## src/core/hcp_pkg.sv

```systemverilog
// Purpose: shared constants for the host command and data port
// Assumes: single clock domain, synchronous active-high reset
// Notes:   data path is 16 bits wide, command path 8 bits
package hcp_pkg;

    localparam int unsigned CMD_W       = 8;
    localparam int unsigned DATA_W      = 16;
    localparam int unsigned FIFO_DEPTH  = 16;
    localparam int unsigned FIFO_AW     = 4;
    localparam int unsigned SYNC_STAGES = 3;

    // values after reset
    localparam logic        RST_HOST_EMPTY = 1'b1;
    localparam logic        RST_ADP_FULL   = 1'b0;
    localparam logic [7:0]  RST_CMD_BYTE   = 8'h00;

    // direction bit encoding
    localparam logic        DIR_TO_ADAPTER = 1'b0;
    localparam logic        DIR_TO_HOST    = 1'b1;

endpackage

```

## src/core/hcp_stream_if.sv

```systemverilog
// Purpose: valid/ready word stream between the port and its fifo
// Assumes: one clock domain
// Notes:   source drives valid and data, sink drives ready
`timescale 1ns/100ps
`default_nettype none
interface hcp_stream_if #(parameter int unsigned W = 16);
    logic         valid;
    logic         ready;
    logic [W-1:0] data;
    modport src (output valid, output data, input ready);
    modport snk (input valid, input data, output ready);
endinterface
`default_nettype wire

```

## src/core/hcp_fifo.sv

```systemverilog
// Purpose: data fifo of the data register path
// Assumes: depth is a power of two
// Notes:   first-word output read combinationally from the array at the read pointer
`timescale 1ns/100ps
`default_nettype none
module hcp_fifo
    import hcp_pkg::*;
#(
    parameter int unsigned W  = 16,
    parameter int unsigned D  = 16,
    parameter int unsigned AW = 4
)(
    input  wire logic clock,
    input  wire logic sys_rst,
    input  wire logic flush,
    hcp_stream_if.snk in_s,
    hcp_stream_if.src out_s
);
    logic [W-1:0]  mem [D];
    logic [AW-1:0] wr_reg, wr_next, rd_reg, rd_next;
    logic [AW:0]   cnt_reg, cnt_next;
    logic          push, pop;

    // count is one bit wider than the pointers so that full can be told from empty
    assign in_s.ready  = (cnt_reg != (AW+1)'(D)) && !flush;
    assign out_s.valid = (cnt_reg != '0) && !flush;
    assign out_s.data  = mem[rd_reg];
    assign push = in_s.valid && in_s.ready;
    assign pop  = out_s.valid && out_s.ready;

    always_comb
    begin
        wr_next  = wr_reg + AW'(push);
        rd_next  = rd_reg + AW'(pop);
        cnt_next = cnt_reg + (AW+1)'(push) - (AW+1)'(pop);
        if (flush)
        begin
            wr_next  = '0;
            rd_next  = '0;
            cnt_next = '0;
        end
    end

    always_ff @(posedge clock)
    begin
        if (sys_rst)
        begin
            wr_reg  <= '0;
            rd_reg  <= '0;
            cnt_reg <= '0;
        end
        else
        begin
            wr_reg  <= wr_next;
            rd_reg  <= rd_next;
            cnt_reg <= cnt_next;
        end
    end

    always_ff @(posedge clock)
    begin
        if (push)
        begin
            mem[wr_reg] <= in_s.data;
        end
    end

    a_fifo_no_over: assert property (@(posedge clock) disable iff (sys_rst)
        cnt_reg <= (AW+1)'(D)) else $error("fifo count above depth");
endmodule
`default_nettype wire

```

## src/core/hcp_sync.sv

```systemverilog
// Purpose: three-stage input synchroniser with agreement filter
// Assumes: input is asynchronous to clock
// Notes:   output changes once stages two and three agree
`timescale 1ns/100ps
`default_nettype none
module hcp_sync
    import hcp_pkg::*;
(
    input  wire logic clock,
    input  wire logic sys_rst,
    input  wire logic async_in,
    output var  logic sync_out
);
    logic s1_reg, s2_reg, s3_reg, out_reg, out_next;

    always_comb
    begin
        out_next = out_reg;
        if (s2_reg == s3_reg)
        begin
            out_next = s3_reg;
        end
    end

    always_ff @(posedge clock)
    begin
        if (sys_rst)
        begin
            s1_reg  <= 1'b0;
            s2_reg  <= 1'b0;
            s3_reg  <= 1'b0;
            out_reg <= 1'b0;
        end
        else
        begin
            s1_reg  <= async_in;
            s2_reg  <= s1_reg;
            s3_reg  <= s2_reg;
            out_reg <= out_next;
        end
    end

    assign sync_out = out_reg;
endmodule
`default_nettype wire

```

## src/core/hcp_port.sv

```systemverilog
// Purpose: host command and data port of a network adapter
// Assumes: host and on-board cpu strobes are one-cycle pulses on clock;
//          terminal count pins come from outside and are synchronised
// Notes:   fifo between data register faces, direction picks its source
//
// Notes on behaviour
// command blocks move bytewise through command register
// host waits for host_cmd_reg_empty before writing
// adapter_cmd_reg_full flags a byte for host
// host irq on adapter fill if enabled
// host tc irq needs both enables
// adapter may send unsolicited bytes anytime; the code drops a cpu write while adapter_cmd_reg_full is set
// host command write interrupts on-board cpu
// attention bit gives nmi to cpu
// on-board dma channel 1 tc interrupts cpu
// network controller irq is separate cpu source
// host direction bit picks data register direction
// data_port_ready gates each data register access
// host programs dma then sets enables
// on-board dma moves words through data register
// empty/full flags follow writes and reads
`timescale 1ns/100ps
`default_nettype none
module hcp_port
    import hcp_pkg::*;
(
    input  wire logic              clock,
    input  wire logic              sys_rst,
    // host command register
    input  wire logic              host_cmd_wr,
    input  wire logic [CMD_W-1:0]  host_cmd_wdata,
    input  wire logic              host_cmd_rd,
    output var  logic [CMD_W-1:0]  host_cmd_rdata,
    output var  logic              host_cmd_reg_empty,
    output var  logic              adapter_cmd_reg_full,
    // host control bits
    input  wire logic              cmd_irq_enable,
    input  wire logic              terminal_count_irq_enable,
    input  wire logic              host_dma_enable,
    input  wire logic              host_dir,
    input  wire logic              host_attention,
    input  wire logic              host_dma_tc,
    output var  logic              host_irq,
    // host data register
    input  wire logic              host_data_wr,
    input  wire logic [DATA_W-1:0] host_data_wdata,
    input  wire logic              host_data_rd,
    output var  logic [DATA_W-1:0] host_data_rdata,
    output logic                   data_port_ready,
    output logic                   host_dma_req,
    // on-board cpu command side
    input  wire logic              cpu_cmd_rd,
    output var  logic [CMD_W-1:0]  cpu_cmd_rdata,
    input  wire logic              cpu_cmd_wr,
    input  wire logic [CMD_W-1:0]  cpu_cmd_wdata,
    // on-board data side
    input  wire logic              adp_data_wr,
    input  wire logic [DATA_W-1:0] adp_data_wdata,
    input  wire logic              adp_data_rd,
    output var  logic [DATA_W-1:0] adp_data_rdata,
    output logic                   adp_data_ready,
    input  wire logic              adp_dma_tc,
    input  wire logic              net_ctrl_irq,
    // on-board cpu interrupts
    output var  logic              cpu_irq_cmd,
    output var  logic              cpu_irq_dma,
    output var  logic              cpu_irq_net,
    output var  logic              cpu_nmi
);

    // ---------------------------------------------------------------
    // input synchronisers
    // ---------------------------------------------------------------
    logic host_tc_s, adp_tc_s, net_s;

    hcp_sync u_sync_htc (.clock(clock), .sys_rst(sys_rst), .async_in(host_dma_tc),
                         .sync_out(host_tc_s));
    hcp_sync u_sync_atc (.clock(clock), .sys_rst(sys_rst), .async_in(adp_dma_tc),
                         .sync_out(adp_tc_s));
    hcp_sync u_sync_net (.clock(clock), .sys_rst(sys_rst), .async_in(net_ctrl_irq),
                         .sync_out(net_s));

    // ---------------------------------------------------------------
    // command register, both directions
    // ---------------------------------------------------------------
    logic [CMD_W-1:0] h2a_reg, h2a_next, a2h_reg, a2h_next;
    logic             hempty_reg, hempty_next, afull_reg, afull_next;
    logic             cirq_reg, cirq_next, hci_reg, hci_next;

    always_comb
    begin
        h2a_next    = h2a_reg;
        a2h_next    = a2h_reg;
        hempty_next = hempty_reg;
        afull_next  = afull_reg;
        cirq_next   = cirq_reg;
        hci_next    = hci_reg;
        // cpu read frees the register; a host write in the same cycle is dropped unless it was already empty
        if (cpu_cmd_rd)
        begin
            hempty_next = 1'b1;
            cirq_next   = 1'b0;
        end
        // a write while full is dropped: host must wait for empty
        if (host_cmd_wr && hempty_reg)
        begin
            h2a_next    = host_cmd_wdata;
            hempty_next = 1'b0;
            cirq_next   = 1'b1;
        end
        if (host_cmd_rd)
        begin
            afull_next = 1'b0;
            hci_next   = 1'b0;
        end
        // responses and unsolicited requests use the same path
        if (cpu_cmd_wr && !afull_reg)
        begin
            a2h_next   = cpu_cmd_wdata;
            afull_next = 1'b1;
            hci_next   = 1'b1;
        end
    end

    always_ff @(posedge clock)
    begin
        if (sys_rst)
        begin
            h2a_reg    <= RST_CMD_BYTE;
            a2h_reg    <= RST_CMD_BYTE;
            hempty_reg <= RST_HOST_EMPTY;
            afull_reg  <= RST_ADP_FULL;
            cirq_reg   <= 1'b0;
            hci_reg    <= 1'b0;
        end
        else
        begin
            h2a_reg    <= h2a_next;
            a2h_reg    <= a2h_next;
            hempty_reg <= hempty_next;
            afull_reg  <= afull_next;
            cirq_reg   <= cirq_next;
            hci_reg    <= hci_next;
        end
    end

    assign host_cmd_rdata       = a2h_reg;
    assign cpu_cmd_rdata        = h2a_reg;
    assign host_cmd_reg_empty   = hempty_reg;
    assign adapter_cmd_reg_full = afull_reg;
    assign cpu_irq_cmd          = cirq_reg;

    // ---------------------------------------------------------------
    // interrupts
    // ---------------------------------------------------------------
    logic htc_reg, htc_next, atc_reg, atc_next, atc_d_reg, htc_d_reg;
    logic nmi_reg, nmi_next, net_reg, hirq_reg, hirq_next;

    always_comb
    begin
        htc_next = htc_reg;
        atc_next = atc_reg;
        if (!host_dma_enable)
        begin
            htc_next = 1'b0;
        end
        if (host_tc_s && !htc_d_reg)
        begin
            htc_next = 1'b1;
        end
        if (adp_data_rd || adp_data_wr)
        begin
            atc_next = 1'b0;
        end
        if (adp_tc_s && !atc_d_reg)
        begin
            atc_next = 1'b1;
        end
        nmi_next  = host_attention;
        hirq_next = (cmd_irq_enable && hci_next)
            || (terminal_count_irq_enable && host_dma_enable && htc_next);
    end

    always_ff @(posedge clock)
    begin
        if (sys_rst)
        begin
            htc_reg   <= 1'b0;
            atc_reg   <= 1'b0;
            htc_d_reg <= 1'b0;
            atc_d_reg <= 1'b0;
            nmi_reg   <= 1'b0;
            net_reg   <= 1'b0;
            hirq_reg  <= 1'b0;
        end
        else
        begin
            htc_reg   <= htc_next;
            atc_reg   <= atc_next;
            htc_d_reg <= host_tc_s;
            atc_d_reg <= adp_tc_s;
            nmi_reg   <= nmi_next;
            net_reg   <= net_s;
            hirq_reg  <= hirq_next;
        end
    end

    assign host_irq    = hirq_reg;
    assign cpu_irq_dma = atc_reg;
    assign cpu_irq_net = net_reg;
    assign cpu_nmi     = nmi_reg;

    // ---------------------------------------------------------------
    // data register path through the fifo
    // ---------------------------------------------------------------
    hcp_stream_if #(.W(DATA_W)) fin ();
    hcp_stream_if #(.W(DATA_W)) fout ();
    logic             dir_reg, flush;
    logic [DATA_W-1:0] hrd_reg, hrd_next, ard_reg, ard_next;

    assign flush = (dir_reg != host_dir);
    // host direction chooses which face fills the fifo
    assign fin.valid = (host_dir == DIR_TO_ADAPTER) ? host_data_wr : adp_data_wr;
    assign fin.data  = (host_dir == DIR_TO_ADAPTER) ? host_data_wdata : adp_data_wdata;
    assign fout.ready = (host_dir == DIR_TO_ADAPTER) ? adp_data_rd : host_data_rd;

    // ready means a write has room or a read has data
    assign data_port_ready = (host_dir == DIR_TO_ADAPTER) ? fin.ready : fout.valid;
    assign adp_data_ready  = (host_dir == DIR_TO_ADAPTER) ? fout.valid : fin.ready;
    assign host_dma_req    = host_dma_enable && data_port_ready;

    always_comb
    begin
        hrd_next = hrd_reg;
        ard_next = ard_reg;
        if (fout.valid && fout.ready && host_dir == DIR_TO_HOST)
        begin
            hrd_next = fout.data;
        end
        if (fout.valid && fout.ready && host_dir == DIR_TO_ADAPTER)
        begin
            ard_next = fout.data;
        end
    end

    always_ff @(posedge clock)
    begin
        if (sys_rst)
        begin
            dir_reg <= DIR_TO_ADAPTER;
            hrd_reg <= '0;
            ard_reg <= '0;
        end
        else
        begin
            dir_reg <= host_dir;
            hrd_reg <= hrd_next;
            ard_reg <= ard_next;
        end
    end

    assign host_data_rdata = hrd_reg;
    assign adp_data_rdata  = ard_reg;

    hcp_fifo #(.W(DATA_W), .D(FIFO_DEPTH), .AW(FIFO_AW)) u_fifo (
        .clock   (clock),
        .sys_rst (sys_rst),
        .flush   (flush),
        .in_s    (fin),
        .out_s   (fout)
    );

    // ---------------------------------------------------------------
    // checks
    // ---------------------------------------------------------------
    a_host_wr_empty: assert property (@(posedge clock) disable iff (sys_rst)
        host_cmd_wr && hempty_reg |=> !host_cmd_reg_empty && cpu_irq_cmd)
        else $error("host write did not fill register");
    a_cpu_rd_free: assert property (@(posedge clock) disable iff (sys_rst)
        cpu_cmd_rd && !host_cmd_wr |=> host_cmd_reg_empty)
        else $error("cpu read did not free register");
    a_cmd_byte: assert property (@(posedge clock) disable iff (sys_rst)
        host_cmd_wr && hempty_reg |=> cpu_cmd_rdata == $past(host_cmd_wdata))
        else $error("command byte lost");
    a_adp_fill: assert property (@(posedge clock) disable iff (sys_rst)
        cpu_cmd_wr && !afull_reg && !host_cmd_rd |=> adapter_cmd_reg_full)
        else $error("full flag not set");
    a_cmd_irq: assert property (@(posedge clock) disable iff (sys_rst)
        cpu_cmd_wr && !afull_reg && cmd_irq_enable |=> host_irq)
        else $error("command interrupt missing");
    a_tc_gate: assert property (@(posedge clock) disable iff (sys_rst)
        !terminal_count_irq_enable && !$past(terminal_count_irq_enable) && !hci_reg
        |-> !host_irq)
        else $error("tc interrupt without enable");
    a_nmi_follow: assert property (@(posedge clock) disable iff (sys_rst)
        host_attention |=> cpu_nmi)
        else $error("attention did not raise nmi");
    a_ready_wr: assert property (@(posedge clock) disable iff (sys_rst)
        host_dir == DIR_TO_ADAPTER && !flush && host_data_wr && data_port_ready
        |=> adp_data_ready || flush)
        else $error("accepted host word not offered to adapter");
endmodule
`default_nettype wire

```

## config.mk

```make
export PLATFORM = sky130hd
export DESIGN_NAME = hcp_port
export DESIGN_NICKNAME = d
export VERILOG_FILES = /design/src/core/hcp_pkg.sv /design/src/core/hcp_stream_if.sv /design/src/core/hcp_fifo.sv /design/src/core/hcp_sync.sv /design/src/core/hcp_port.sv
export SDC_FILE = /design/constraint.sdc
export NUM_CORES = 1
export LEC_CHECK = 0
export ABC_AREA = 1
export ABC_CLOCK_PERIOD_IN_PS = 5400
export BUFFER_PORTS_ARGS = -buffer_cell sky130_fd_sc_hd__buf_2
export CORE_MARGIN = 2
export CORE_UTILIZATION = 30
export CTS_CLUSTER_DIAMETER = 120
export DETAILED_ROUTE_END_ITERATION = 6
export SLEW_MARGIN = 30
export SYNTH_ARGS = -nofsm -noshare
export SYNTH_HDL_FRONTEND = slang
export SYNTH_SLANG_ARGS = --single-unit
```

## constraint.sdc

```tcl
create_clock -name clock -period 5.4 [get_ports clock]
set_clock_uncertainty 0.05 [all_clocks]
set_input_delay 0.54 -clock clock [delete_from_list [all_inputs] [get_ports clock]]
set_output_delay 0.54 -clock clock [all_outputs]
set_load 0.01 [all_outputs]
```

==> run_results.csv, run 1 <==
group,metric,value,unit
synth,synth_top_area_frac,0.5350,
timing,fmax,354.8,MHz
timing,final_hold_viol_count,0,
drt,wl,36.91,mm
grt,grt_overflow,0,
clock_tree,cts_buffer_depth,3,
power_and_ir_drop,combPwrFrac,0.065,
setup_path,critPathArrivalTime,2.23,ns
clock_tree,numCtsBuffers,36,
flow_run,cap_viol_max_count,0,
floorplan,core-area,47550,um2
clock_tree,path_clk_slew,0.06,ns
setup_path,path_class,"in -> out",
synth,postSynthCellCount,1467,
drt,drt_iter0_drc,1053,
timing,rsz0062_at_grt,"no",
timing,finalMaxSlewViolations,0,
drt,viasPerCell,4.599,
drt,drc,0,
power_and_ir_drop,power_density,339.1,nW/um2
synth,yosys.cell_count.top_type,"nand2_1",
cells_and_area,n_antenna_cell,0,
placement,port_buffers,123,
grt,first_global_vias,9733,
cells_and_area,register_area,9394,um2
floorplan,dieArea,49660,um2
clock_tree,cts_tree,"yes",
cells_and_area,multiInputGateArea,3889,um2
synth,yosysWarnings,0,
synth,synth_fp_nets,1544,
power_and_ir_drop,clockPowerShare,0.423,
cells_and_area,finish.utilization,0.3520,
synth,synth.cell_area,14370,um2
clock_tree,cts.sinks,341,
power_and_ir_drop,peakVddDrop,227.3,uV
timing,setup_tns,0,ns
synth,ys_top_cells_by_area,"edfxtp_1 54%, nand2_1 12%, dfxtp_1 12%",
cells_and_area,fillers,4742,
synth,yosysTopAreaCell,"edfxtp_1",
placement,hpwl,23.15,mm
synth,ys_seq_elements,341,
min_path,min_path_type,"in -> reg",
power_and_ir_drop,netSwitchingPower,1273,uW
clock_tree,root_buffer,"clkbuf_16",
setup_path,start_kind,"input pin",
synth,ys_seq_area_frac,0.6534,
power_and_ir_drop,p_int,4403,uW
timing,period_share,0.5220,
power_and_ir_drop,p_sw_frac,0.2242,
floorplan,io-pin-count,124,
synth,ys_types,32,
power_and_ir_drop,p_leak,0.007167,uW
cells_and_area,finish.net_count,1657,
power_and_ir_drop,p_total,5676,uW
timing,tightest_slew,0.9733,ns
grt,grt_pass1_wl,56.81,mm
synth,async_flop_share,0,
clock_tree,post_cts_buffers,0,
drt,post_drt_wl_per_cell,16.61,um
floorplan,die_y,222.9,um
setup_path,crit_required,4.81,ns
synth,synthFlopType,"edfxtp_1",
setup_path,cp-end-kind,"output pin",
clock_tree,h-tree-depth,2,
timing,finalWorstPathRequiredPeriod,2.819,ns
floorplan,start_util,0.3022,
cells_and_area,drive_above_1_share,0.1375,
clock_tree,postCtsResizedCells,0,
drt,dr.pass1.iters,5,
timing,report.final.setup_viol,0,
floorplan,rows,80,
synth,synthTopCellsByCount,"473 x nand2_1, 256 x edfxtp_1, 194 x inv_1, 191 x nand3_1, 85 x dfxtp_1",
grt,grt_max_degree,95,
cells_and_area,largest_reg_flops,256,
drt,drtAntennaViolNets,0,
outcome,status,"complete, no violations",
setup_path,crit_fanout,21,
grt,track_usage,0.1472,
power_and_ir_drop,pwr-share-seq,0.512,
grt,antenna_found_initial,0,
clock_tree,clk_latency,0.52,ns
placement,finalWeightedCongestion,0.7904,
synth,avgSynthCellArea,9.795,um2
floorplan,die_w,222.9,um
synth,synth-edff-count,256,
clock_tree,postCtsHoldBufs,0,
cells_and_area,area_growth,16.48,%
cells_and_area,max_flop_register,"u_fifo.mem",
drt,vias,10220,
timing,slew_headroom,0.3511,
## critical path, stage by stage
cell      delay, ns
buf_2          0.40
clkinv_1       0.69
o21ai_0        0.40
buf_2          0.19
## cell usage in the layout (no fill, tap or decap), drive strengths merged
cell type  netlist  routed
nand2          473     473
edfxtp         256     256
inv            198     199
nand3          191     191
buf             53     146
dfxtp           85      85
nor2            74      74
clkbuf          18      48
o21a            32      32
o21ai           27      27
nor3            16      16
a21oi           14      14
clkinv           3      14
ha              10      10
nand4            4       4
xnor2            4       4
bufinv           0       3
o211ai           2       2
clkinvlp         0       2
or2              1       1
a21boi           1       1
a21o             1       1
o31ai            1       1
a31oi            1       1
o21bai           1       1
fa               1       1
## layer usage
layer | global-route usage | wire length [um] | up-vias
met5 | 0 | 0 | -
met4 | 0.03767 | 685 | 0
met3 | 0.02028 | 2630 | 48
met2 | 0.2280 | 16610 | 333
met1 | 0.2166 | 16990 | 4865
li1 | - | - | 4974
## power groups by stage
| stage | Combinational [uW] | Clock [uW] | Sequential [uW] |
|---|---|---|---|
| 2_1_floorplan | 220 | 0 | 2970 |
| 3_3_place_gp | 365 | 0 | 2960 |
| 3_5_place_dp | 371 | 0 | 2960 |
| 4_1_cts | 372 | 2440 | 2910 |
| 5_1_grt | 415 | 2550 | 2910 |
| 6_report | 370 | 2400 | 2910 |
## worst paths after layout
check | to | slack (ns) | depth (start not counted) | from
hold reg to reg | u_sync_atc.s2_reg$_SDFF_PP0_ | 0.35 | 2 | u_sync_atc.s1_reg$_SDFF_PP0_
hold / removal | host_irq$_SDFF_PP0_ | 0.17 | 3 | cmd_irq_enable
setup reg to reg | host_data_rdata[7]$_SDFFE_PP0P_ | 2.58 | 8 | u_fifo.rd_reg[0]$_SDFF_PP0_
setup / recovery | adp_data_ready | 2.58 | 4 | host_dir
## metrics by stage
stage	setup WS, ns	cell area, um2	cells	hold WS, ns
global placement	2.176	15590	2157	0.3434
CTS	2.438	16730	2222	0.1474
detailed placement	2.372	15600	2157	0.3456
floorplan	2.569	14370	1467	0.3383
global route	2.361	16740	2222	0.1797
finish	2.581	16740	2222	0.1683
## cell type report
cell class / instances / area share
clock buffer: 48 / 0.05772
clock inverter: 17 / 0.01017
inverter: 201 / 0.04538
multi-input combinational: 854 / 0.2324
sequential: 341 / 0.5613
tap: 615 / 0.04598
timing repair buffer: 146 / 0.04710
## cells by family (layout without fill, tap and decap cells)
kind of cell             Yosys count  after routing  synth area share
AO/OA/AOI/OAI                     80             80           0.03457
XOR/XNOR                           4              4          0.002438
adder cells (fa/ha/maj)           11             11           0.01010
buffers and inverters            272            412           0.08159
flip-flops                       341            341            0.6534
AND/OR/NAND/NOR                  759            759            0.2179
Power figures use the tool's default switching activity.
==> run 2, diff against run 1 <==
- ABC_CLOCK_PERIOD_IN_PS: 5400 -> 2500
- clock period: 5.4 -> 2.5 ns (I/O delays scaled with it)
==> run 2 against run 1 <==
  * Sequential power up 120%
  * Critical path type is now reg -> reg
  * Design area increased by 5.2%
  * Register-to-register slack lost 2.5 ns
  * Critical path depth rose by 9
  * Highest routed layer unchanged
  * Hold slack lost 0.12 ns
  * Non-clock buffer count grew 72
  * Combinational power is 150% higher
==> run_results.csv, run 2 (synthesis results as in run 1) <==
group,metric,value,unit
outcome,status,"complete, no violations",
cells_and_area,layout_common_cells,"471 x nand2_1, 256 x edfxtp_1, 190 x inv_1",
placement,finalWeightedCongestion,0.7843,
setup_path,critPathSlowestCell,"fa_2",
power_and_ir_drop,peakVddDrop,417.5,uV
cells_and_area,final_common_cell,"nand2_1",
drt,drt_iter0_drc,960,
cells_and_area,final_cells,2292,
drt,viasPerCell,4.545,
placement,dp.cells,2194,
power_and_ir_drop,p_sw_frac,0.2201,
drt,dr.pass1.iters,5,
cells_and_area,drive_above_1_share,0.1723,
power_and_ir_drop,power_density,714.6,nW/um2
floorplan,die_y,222.9,um
clock_tree,clk_latency,0.52,ns
setup_path,critPathMaxStageDelay,0.40,ns
drt,vias,10417,
placement,port_buffers,123,
setup_path,path_class,"reg -> reg",
timing,finalMaxSlewViolations,0,
grt,antenna_found_initial,0,
floorplan,core-area,47550,um2
floorplan,rows,80,
floorplan,start_util,0.3022,
timing,fmax,411.4,MHz
cells_and_area,design_area,17600,um2
flow_run,cap_viol_max_count,0,
setup_path,path_cells,"inv_2 > ha_4 > nand4_1 > nand2_1 > o21ai_2 > ha_1 > inv_1 > ha_2 > fa_2 > a21oi_2 > o21bai_1 > o21ai_1 > a21oi_1",
grt,grt_max_degree,83,
grt,track_usage,0.1436,
cells_and_area,area_growth,22.52,%
grt,first_global_vias,9926,
setup_path,crit_required,2.85,ns
cells_and_area,largest_reg_flops,256,
drt,drc,0,
timing,final_hold_viol_count,0,
timing,tightest_slew,0.8489,ns
floorplan,die_w,222.9,um
cells_and_area,finish.utilization,0.3703,
grt,grt_overflow,0,
power_and_ir_drop,p_int,9811,uW
power_and_ir_drop,clockPowerShare,0.429,
cells_and_area,n_antenna_cell,0,
power_and_ir_drop,combPwrFrac,0.073,
clock_tree,cts_buffer_depth,3,
clock_tree,root_buffer,"clkbuf_16",
clock_tree,path_clk_slew,0.06,ns
power_and_ir_drop,pwr-share-seq,0.498,
cells_and_area,finish.net_count,1729,
floorplan,io-pin-count,124,
setup_path,crit_fanout,3,
drt,drtAntennaViolNets,0,
drt,post_drt_wl_per_cell,16.23,um
floorplan,dieArea,49660,um2
min_path,min_path_type,"in -> reg",
setup_path,critPathArrivalTime,2.78,ns
setup_path,cp-end-kind,"register",
timing,slew_headroom,0.4305,
placement,dpl_cell_area,15930,um2
clock_tree,cts_tree,"yes",
setup_path,start_kind,"register",
cells_and_area,max_flop_register,"u_fifo.mem",
timing,period_share,0.9723,
timing,finalWorstPathRequiredPeriod,2.431,ns
clock_tree,h-tree-depth,2,
placement,hpwl,23.00,mm
clock_tree,cts.sinks,341,
grt,grt_pass1_wl,55.44,mm
timing,rsz0062_at_grt,"yes",
clock_tree,numCtsBuffers,36,
drt,wl,37.20,mm
power_and_ir_drop,p_leak,0.007560,uW
power_and_ir_drop,netSwitchingPower,2769,uW
timing,report.final.setup_viol,0,
run 2: cell types whose count changed in the layout (fill, tap and decap cells not counted), sizes merged:
cell         before  now
clkbuf           48   49
dlygate4sd3       0   25
clkinv           14   15
inv             199  198
buf             146  191
clkinvlp          2    1
run 2: cell type report:
| cell class | instances | area [um2] |
|---|---|---|
| multi-input combinational | 854 | 3983 |
| inverter | 201 | 760.7 |
| timing repair buffer | 218 | 1496 |
| tap | 615 | 769.5 |
| sequential | 341 | 9397 |
| clock inverter | 16 | 151.4 |
| fill | 4613 | 29940 |
| clock buffer | 47 | 1047 |
run 2: metal layers:
metal | up-vias | part of all wire | track usage | wire length [um]
met5 | - | 0 | 0 | 0
met4 | 0 | 0.019 | 0.03875 | 723
met3 | 49 | 0.058 | 0.02384 | 2143
met2 | 317 | 0.46 | 0.2323 | 17280
met1 | 4933 | 0.46 | 0.1999 | 17050
li1 | 5118 | - | - | -
run 2: worst paths after layout:
path / endpoint / cells past startpoint / from / slack (ns)
worst max register to register: u_fifo.cnt_reg[4]$_SDFF_PP0_ / 13 / u_fifo.cnt_reg[3]$_SDFF_PP0_ / 0.07
worst min register to register: u_sync_atc.s2_reg$_SDFF_PP0_ / 2 / u_sync_atc.s1_reg$_SDFF_PP0_ / 0.35
worst max-delay path: u_fifo.cnt_reg[4]$_SDFF_PP0_ / 13 / u_fifo.cnt_reg[3]$_SDFF_PP0_ / 0.07
worst min-delay path: cpu_irq_dma$_SDFFE_PP0P_ / 4 / adp_data_wr / 0.05
run 2: per-stage QoR:
stage	TNS (ns)	hold slack (ns)	setup slack, ns	power, uW
6_report	0	0.04902	0.06922	12580
5_1_grt	-0.05150	0.04991	-0.05150	13010
4_1_cts	0	0.01996	0.02866	12670
3_5_place_dp	-0.03481	0.3457	-0.03481	7228
3_3_place_gp	-0.0005835	0.3422	-0.0005835	7211
2_1_floorplan	-55.70	0.3070	-0.2904	6881
run 2: power groups by stage:
stage	Combinational (uW)	Sequential (uW)	Clock [uW]
5_1_grt	1020	6280	5710
4_1_cts	876	6270	5520
3_3_place_gp	824	6390	0
2_1_floorplan	475	6410	0
3_5_place_dp	838	6390	0
6_report	913	6270	5400
run 2: worst max-delay path, delay by kind of cell, from the launching register on:
family | cells | cell delay [ns]
adders and majority gates | 4 | 0.99
buffers and inverters | 2 | 0.12
and+or+nand+nor | 2 | 0.33
DFF | 1 | 0.33
AOI/OAI and AO/OA | 5 | 0.50
run 2: what timing repair did:
action	CTS	global route
resized for setup	2	27
setup buffers	6	2
endpoints found under the setup margin	1	18
endpoints found under the hold margin	26	0
cloned	0	3
hold buffers	25	0
pin swaps	2	8
==> run 3, diff against run 2 <==
--- a/config.mk
+++ b/config.mk
@@ -13,4 +13,5 @@
 export CTS_CLUSTER_DIAMETER = 120
 export DETAILED_ROUTE_END_ITERATION = 6
+export PLACE_DENSITY = 0.43
 export SLEW_MARGIN = 30
 export SYNTH_ARGS = -nofsm -noshare
--- a/constraint.sdc
+++ b/constraint.sdc
@@ -3,3 +3,3 @@
 set_input_delay 0.25 -clock clock [delete_from_list [all_inputs] [get_ports clock]]
 set_output_delay 0.25 -clock clock [all_outputs]
-set_load 0.01 [all_outputs]
+set_load 0.1 [all_outputs]
==> run 3 against run 2 <==
  * Power up 7.0%
  * Flip-flop and latch count is the same
  * Utilization grew 0.26 points
  * Via count is 1.3% lower
  * Critical path type is now reg -> out
  * Global-route usage grew 1.8 points
  * Die area is the same
  * Hold slack better by 0.016 ns
  * Clock power rose by 7.2%
  * Design area increased by 0.70%
  * Maximum frequency grew 0.32%
==> run_results.csv, run 3 (synthesis results as in run 1) <==
group,metric,value,unit
grt,grt_pass1_wl,61.00,mm
clock_tree,cts.sinks,341,
timing,period_share,0.9692,
setup_path,r2r_cells,13,
placement,hpwl,25.33,mm
floorplan,io-pin-count,124,
floorplan,start_util,0.3022,
power_and_ir_drop,power_density,758.9,nW/um2
placement,finalWeightedCongestion,0.7500,
grt,track_usage,0.1617,
timing,final_hold_viol_count,0,
floorplan,die_w,222.9,um
drt,post_drt_wl_per_cell,17.20,um
setup_path,critPathArrivalTime,2.12,ns
drt,drc,0,
setup_path,path_class,"reg -> out",
setup_path,endpoint,"host_dma_req",
power_and_ir_drop,p_int,10120,uW
cells_and_area,layout_common_cells,"472 x nand2_1, 256 x edfxtp_1, 191 x inv_1",
cells_and_area,drive_above_1_share,0.1669,
clock_tree,cts_buffer_depth,3,
grt,grt_max_degree,82,
cells_and_area,design_area,17730,um2
clock_tree,cts_tree,"yes",
setup_path,rr_endpoint,"u_fifo.cnt_reg[4]$_SDFF_PP0_",
power_and_ir_drop,combPwrFrac,0.104,
timing,rsz0062_at_grt,"yes",
power_and_ir_drop,netSwitchingPower,3338,uW
timing,report.final.setup_viol,0,
clock_tree,path_clk_slew,0.06,ns
setup_path,start_kind,"register",
clock_tree,numCtsBuffers,40,
power_and_ir_drop,clockPowerShare,0.430,
floorplan,die_y,222.9,um
clock_tree,clk_latency,0.55,ns
floorplan,core-area,47550,um2
outcome,status,"complete, no violations",
setup_path,crit_path_start,"u_fifo.cnt_reg[3]$_SDFF_PP0_",
timing,finalMaxSlewViolations,0,
cells_and_area,finish.net_count,1738,
flow_run,cap_viol_max_count,0,
power_and_ir_drop,pwr-share-seq,0.466,
timing,fmax,412.7,MHz
timing,finalWorstPathRequiredPeriod,2.423,ns
placement,dp.cells,2202,
drt,dr.pass1.iters,5,
drt,drtAntennaViolNets,0,
cells_and_area,final_cells,2305,
min_path,min_path_type,"in -> reg",
setup_path,cp_common_cell,"buf_4",
floorplan,rows,80,
grt,antenna_found_initial,0,
grt,first_global_vias,10256,
drt,viasPerCell,4.459,
power_and_ir_drop,p_leak,0.007655,uW
cells_and_area,final_common_cell,"nand2_1",
grt,grt_overflow,0,
placement,port_buffers,123,
timing,slew_headroom,0.5105,
drt,drt_iter0_drc,564,
power_and_ir_drop,p_sw_frac,0.2481,
min_path,min_from,"adp_data_rd",
clock_tree,root_buffer,"clkbuf_16",
cells_and_area,largest_reg_flops,256,
min_path,hold_depth,4,
floorplan,dieArea,49660,um2
timing,tightest_slew,0.7298,ns
drt,vias,10278,
setup_path,rr_startpoint,"u_fifo.cnt_reg[3]$_SDFF_PP0_",
setup_path,critPathSlowestCell,"buf_2",
setup_path,crit_fanout,3,
placement,dpl_cell_area,16090,um2
setup_path,crit_required,2.20,ns
cells_and_area,n_antenna_cell,0,
drt,wl,39.64,mm
setup_path,cp-end-kind,"output pin",
power_and_ir_drop,peakVddDrop,474.4,uV
cells_and_area,area_growth,23.38,%
setup_path,critPathMaxStageDelay,0.44,ns
setup_path,rrSetupSlack,0.08,ns
setup_path,path_cells,"inv_2 > ha_4 > nand4_1 > buf_4 > buf_4 > nand2_1 > a21boi_1 > buf_2",
clock_tree,h-tree-depth,2,
cells_and_area,max_flop_register,"u_fifo.mem",
[run 3: cell count changes in the layout (fill, tap and decap cells not counted), moves of 2 or more]
cell	previous run	this run
buf_12	5	12
clkbuf_8	2	0
dlygate4sd3_1	25	29
bufinv_16	3	5
nand3_2	4	1
clkbuf_1	5	13
nand3_4	4	0
buf_6	2	0
nand3_1	183	190
[run 3: power groups by stage]
| stage | combinational, uW | clock (uW) | sequential, uW |
|---|---|---|---|
| after floorplan | 526 | 0 | 6790 |
| after detailed placement | 1330 | 0 | 6380 |
| final | 1400 | 5790 | 6270 |
| after global routing | 1520 | 6180 | 6270 |
| after CTS | 1390 | 5970 | 6270 |
| after global placement | 1330 | 0 | 6380 |
[run 3: worst min-delay path by stage]
stage	slack, ns	end
floorplan	0.31	cpu_nmi$_SDFF_PP0_
global placement	0.35	u_sync_htc.s2_reg$_SDFF_PP0_
detailed placement	0.36	u_sync_htc.s2_reg$_SDFF_PP0_
CTS	0.01	cpu_irq_dma$_SDFFE_PP0P_
global route	0.07	cpu_irq_dma$_SDFFE_PP0P_
finish	0.06	cpu_irq_dma$_SDFFE_PP0P_
[run 3: critical path: cells and delay by family, from the launching register on]
kind | cells | cell delay, ns
compound gates | 1 | 0.14
fa+ha+maj | 1 | 0.15
flops | 1 | 0.34
buf+inv | 4 | 0.73
simple gates | 2 | 0.23
[run 3: final cells by class]
cell class | count | area, um2
Fill cell | 4764 | 29820
Sequential cell | 341 | 9395
Multi-Input combinational cell | 854 | 3935
Timing Repair Buffer | 223 | 1592
Clock buffer | 54 | 1075
Tap cell | 615 | 769.5
Inverter | 201 | 757.0
Clock inverter | 17 | 205.2
[run 3: metrics by stage]
step	utilization	setup slack, ns	TNS [ns]	hold WS, ns	total power [uW]
4_1_cts	0.3718	0.04729	0	0.01377	13620
5_1_grt	0.3729	-0.06443	-0.06674	0.07018	13970
6_report	0.3729	0.07691	0	0.06478	13450
3_3_place_gp	0.3384	-0.007451	-0.007451	0.3484	7712
3_5_place_dp	0.3384	-0.02820	-0.02820	0.3558	7717
2_1_floorplan	-	-0.2963	-57.09	0.3070	7317
[run 3: per-layer routing]
layer	GRT usage	up-vias	routed length, um
met2	0.2500	191	17540
met4	0.04720	0	766
met3	0.02726	48	1604
li1	-	5139	-
met1	0.2329	4900	19730
met5	0	-	0
[run 3: repair_timing]
item,in CTS,in global routing
pin swaps,1,10
hold endpoints to repair,31,0
gates resized for setup,2,14
setup endpoints to repair,1,3
setup buffers,2,1
hold buffers,29,0
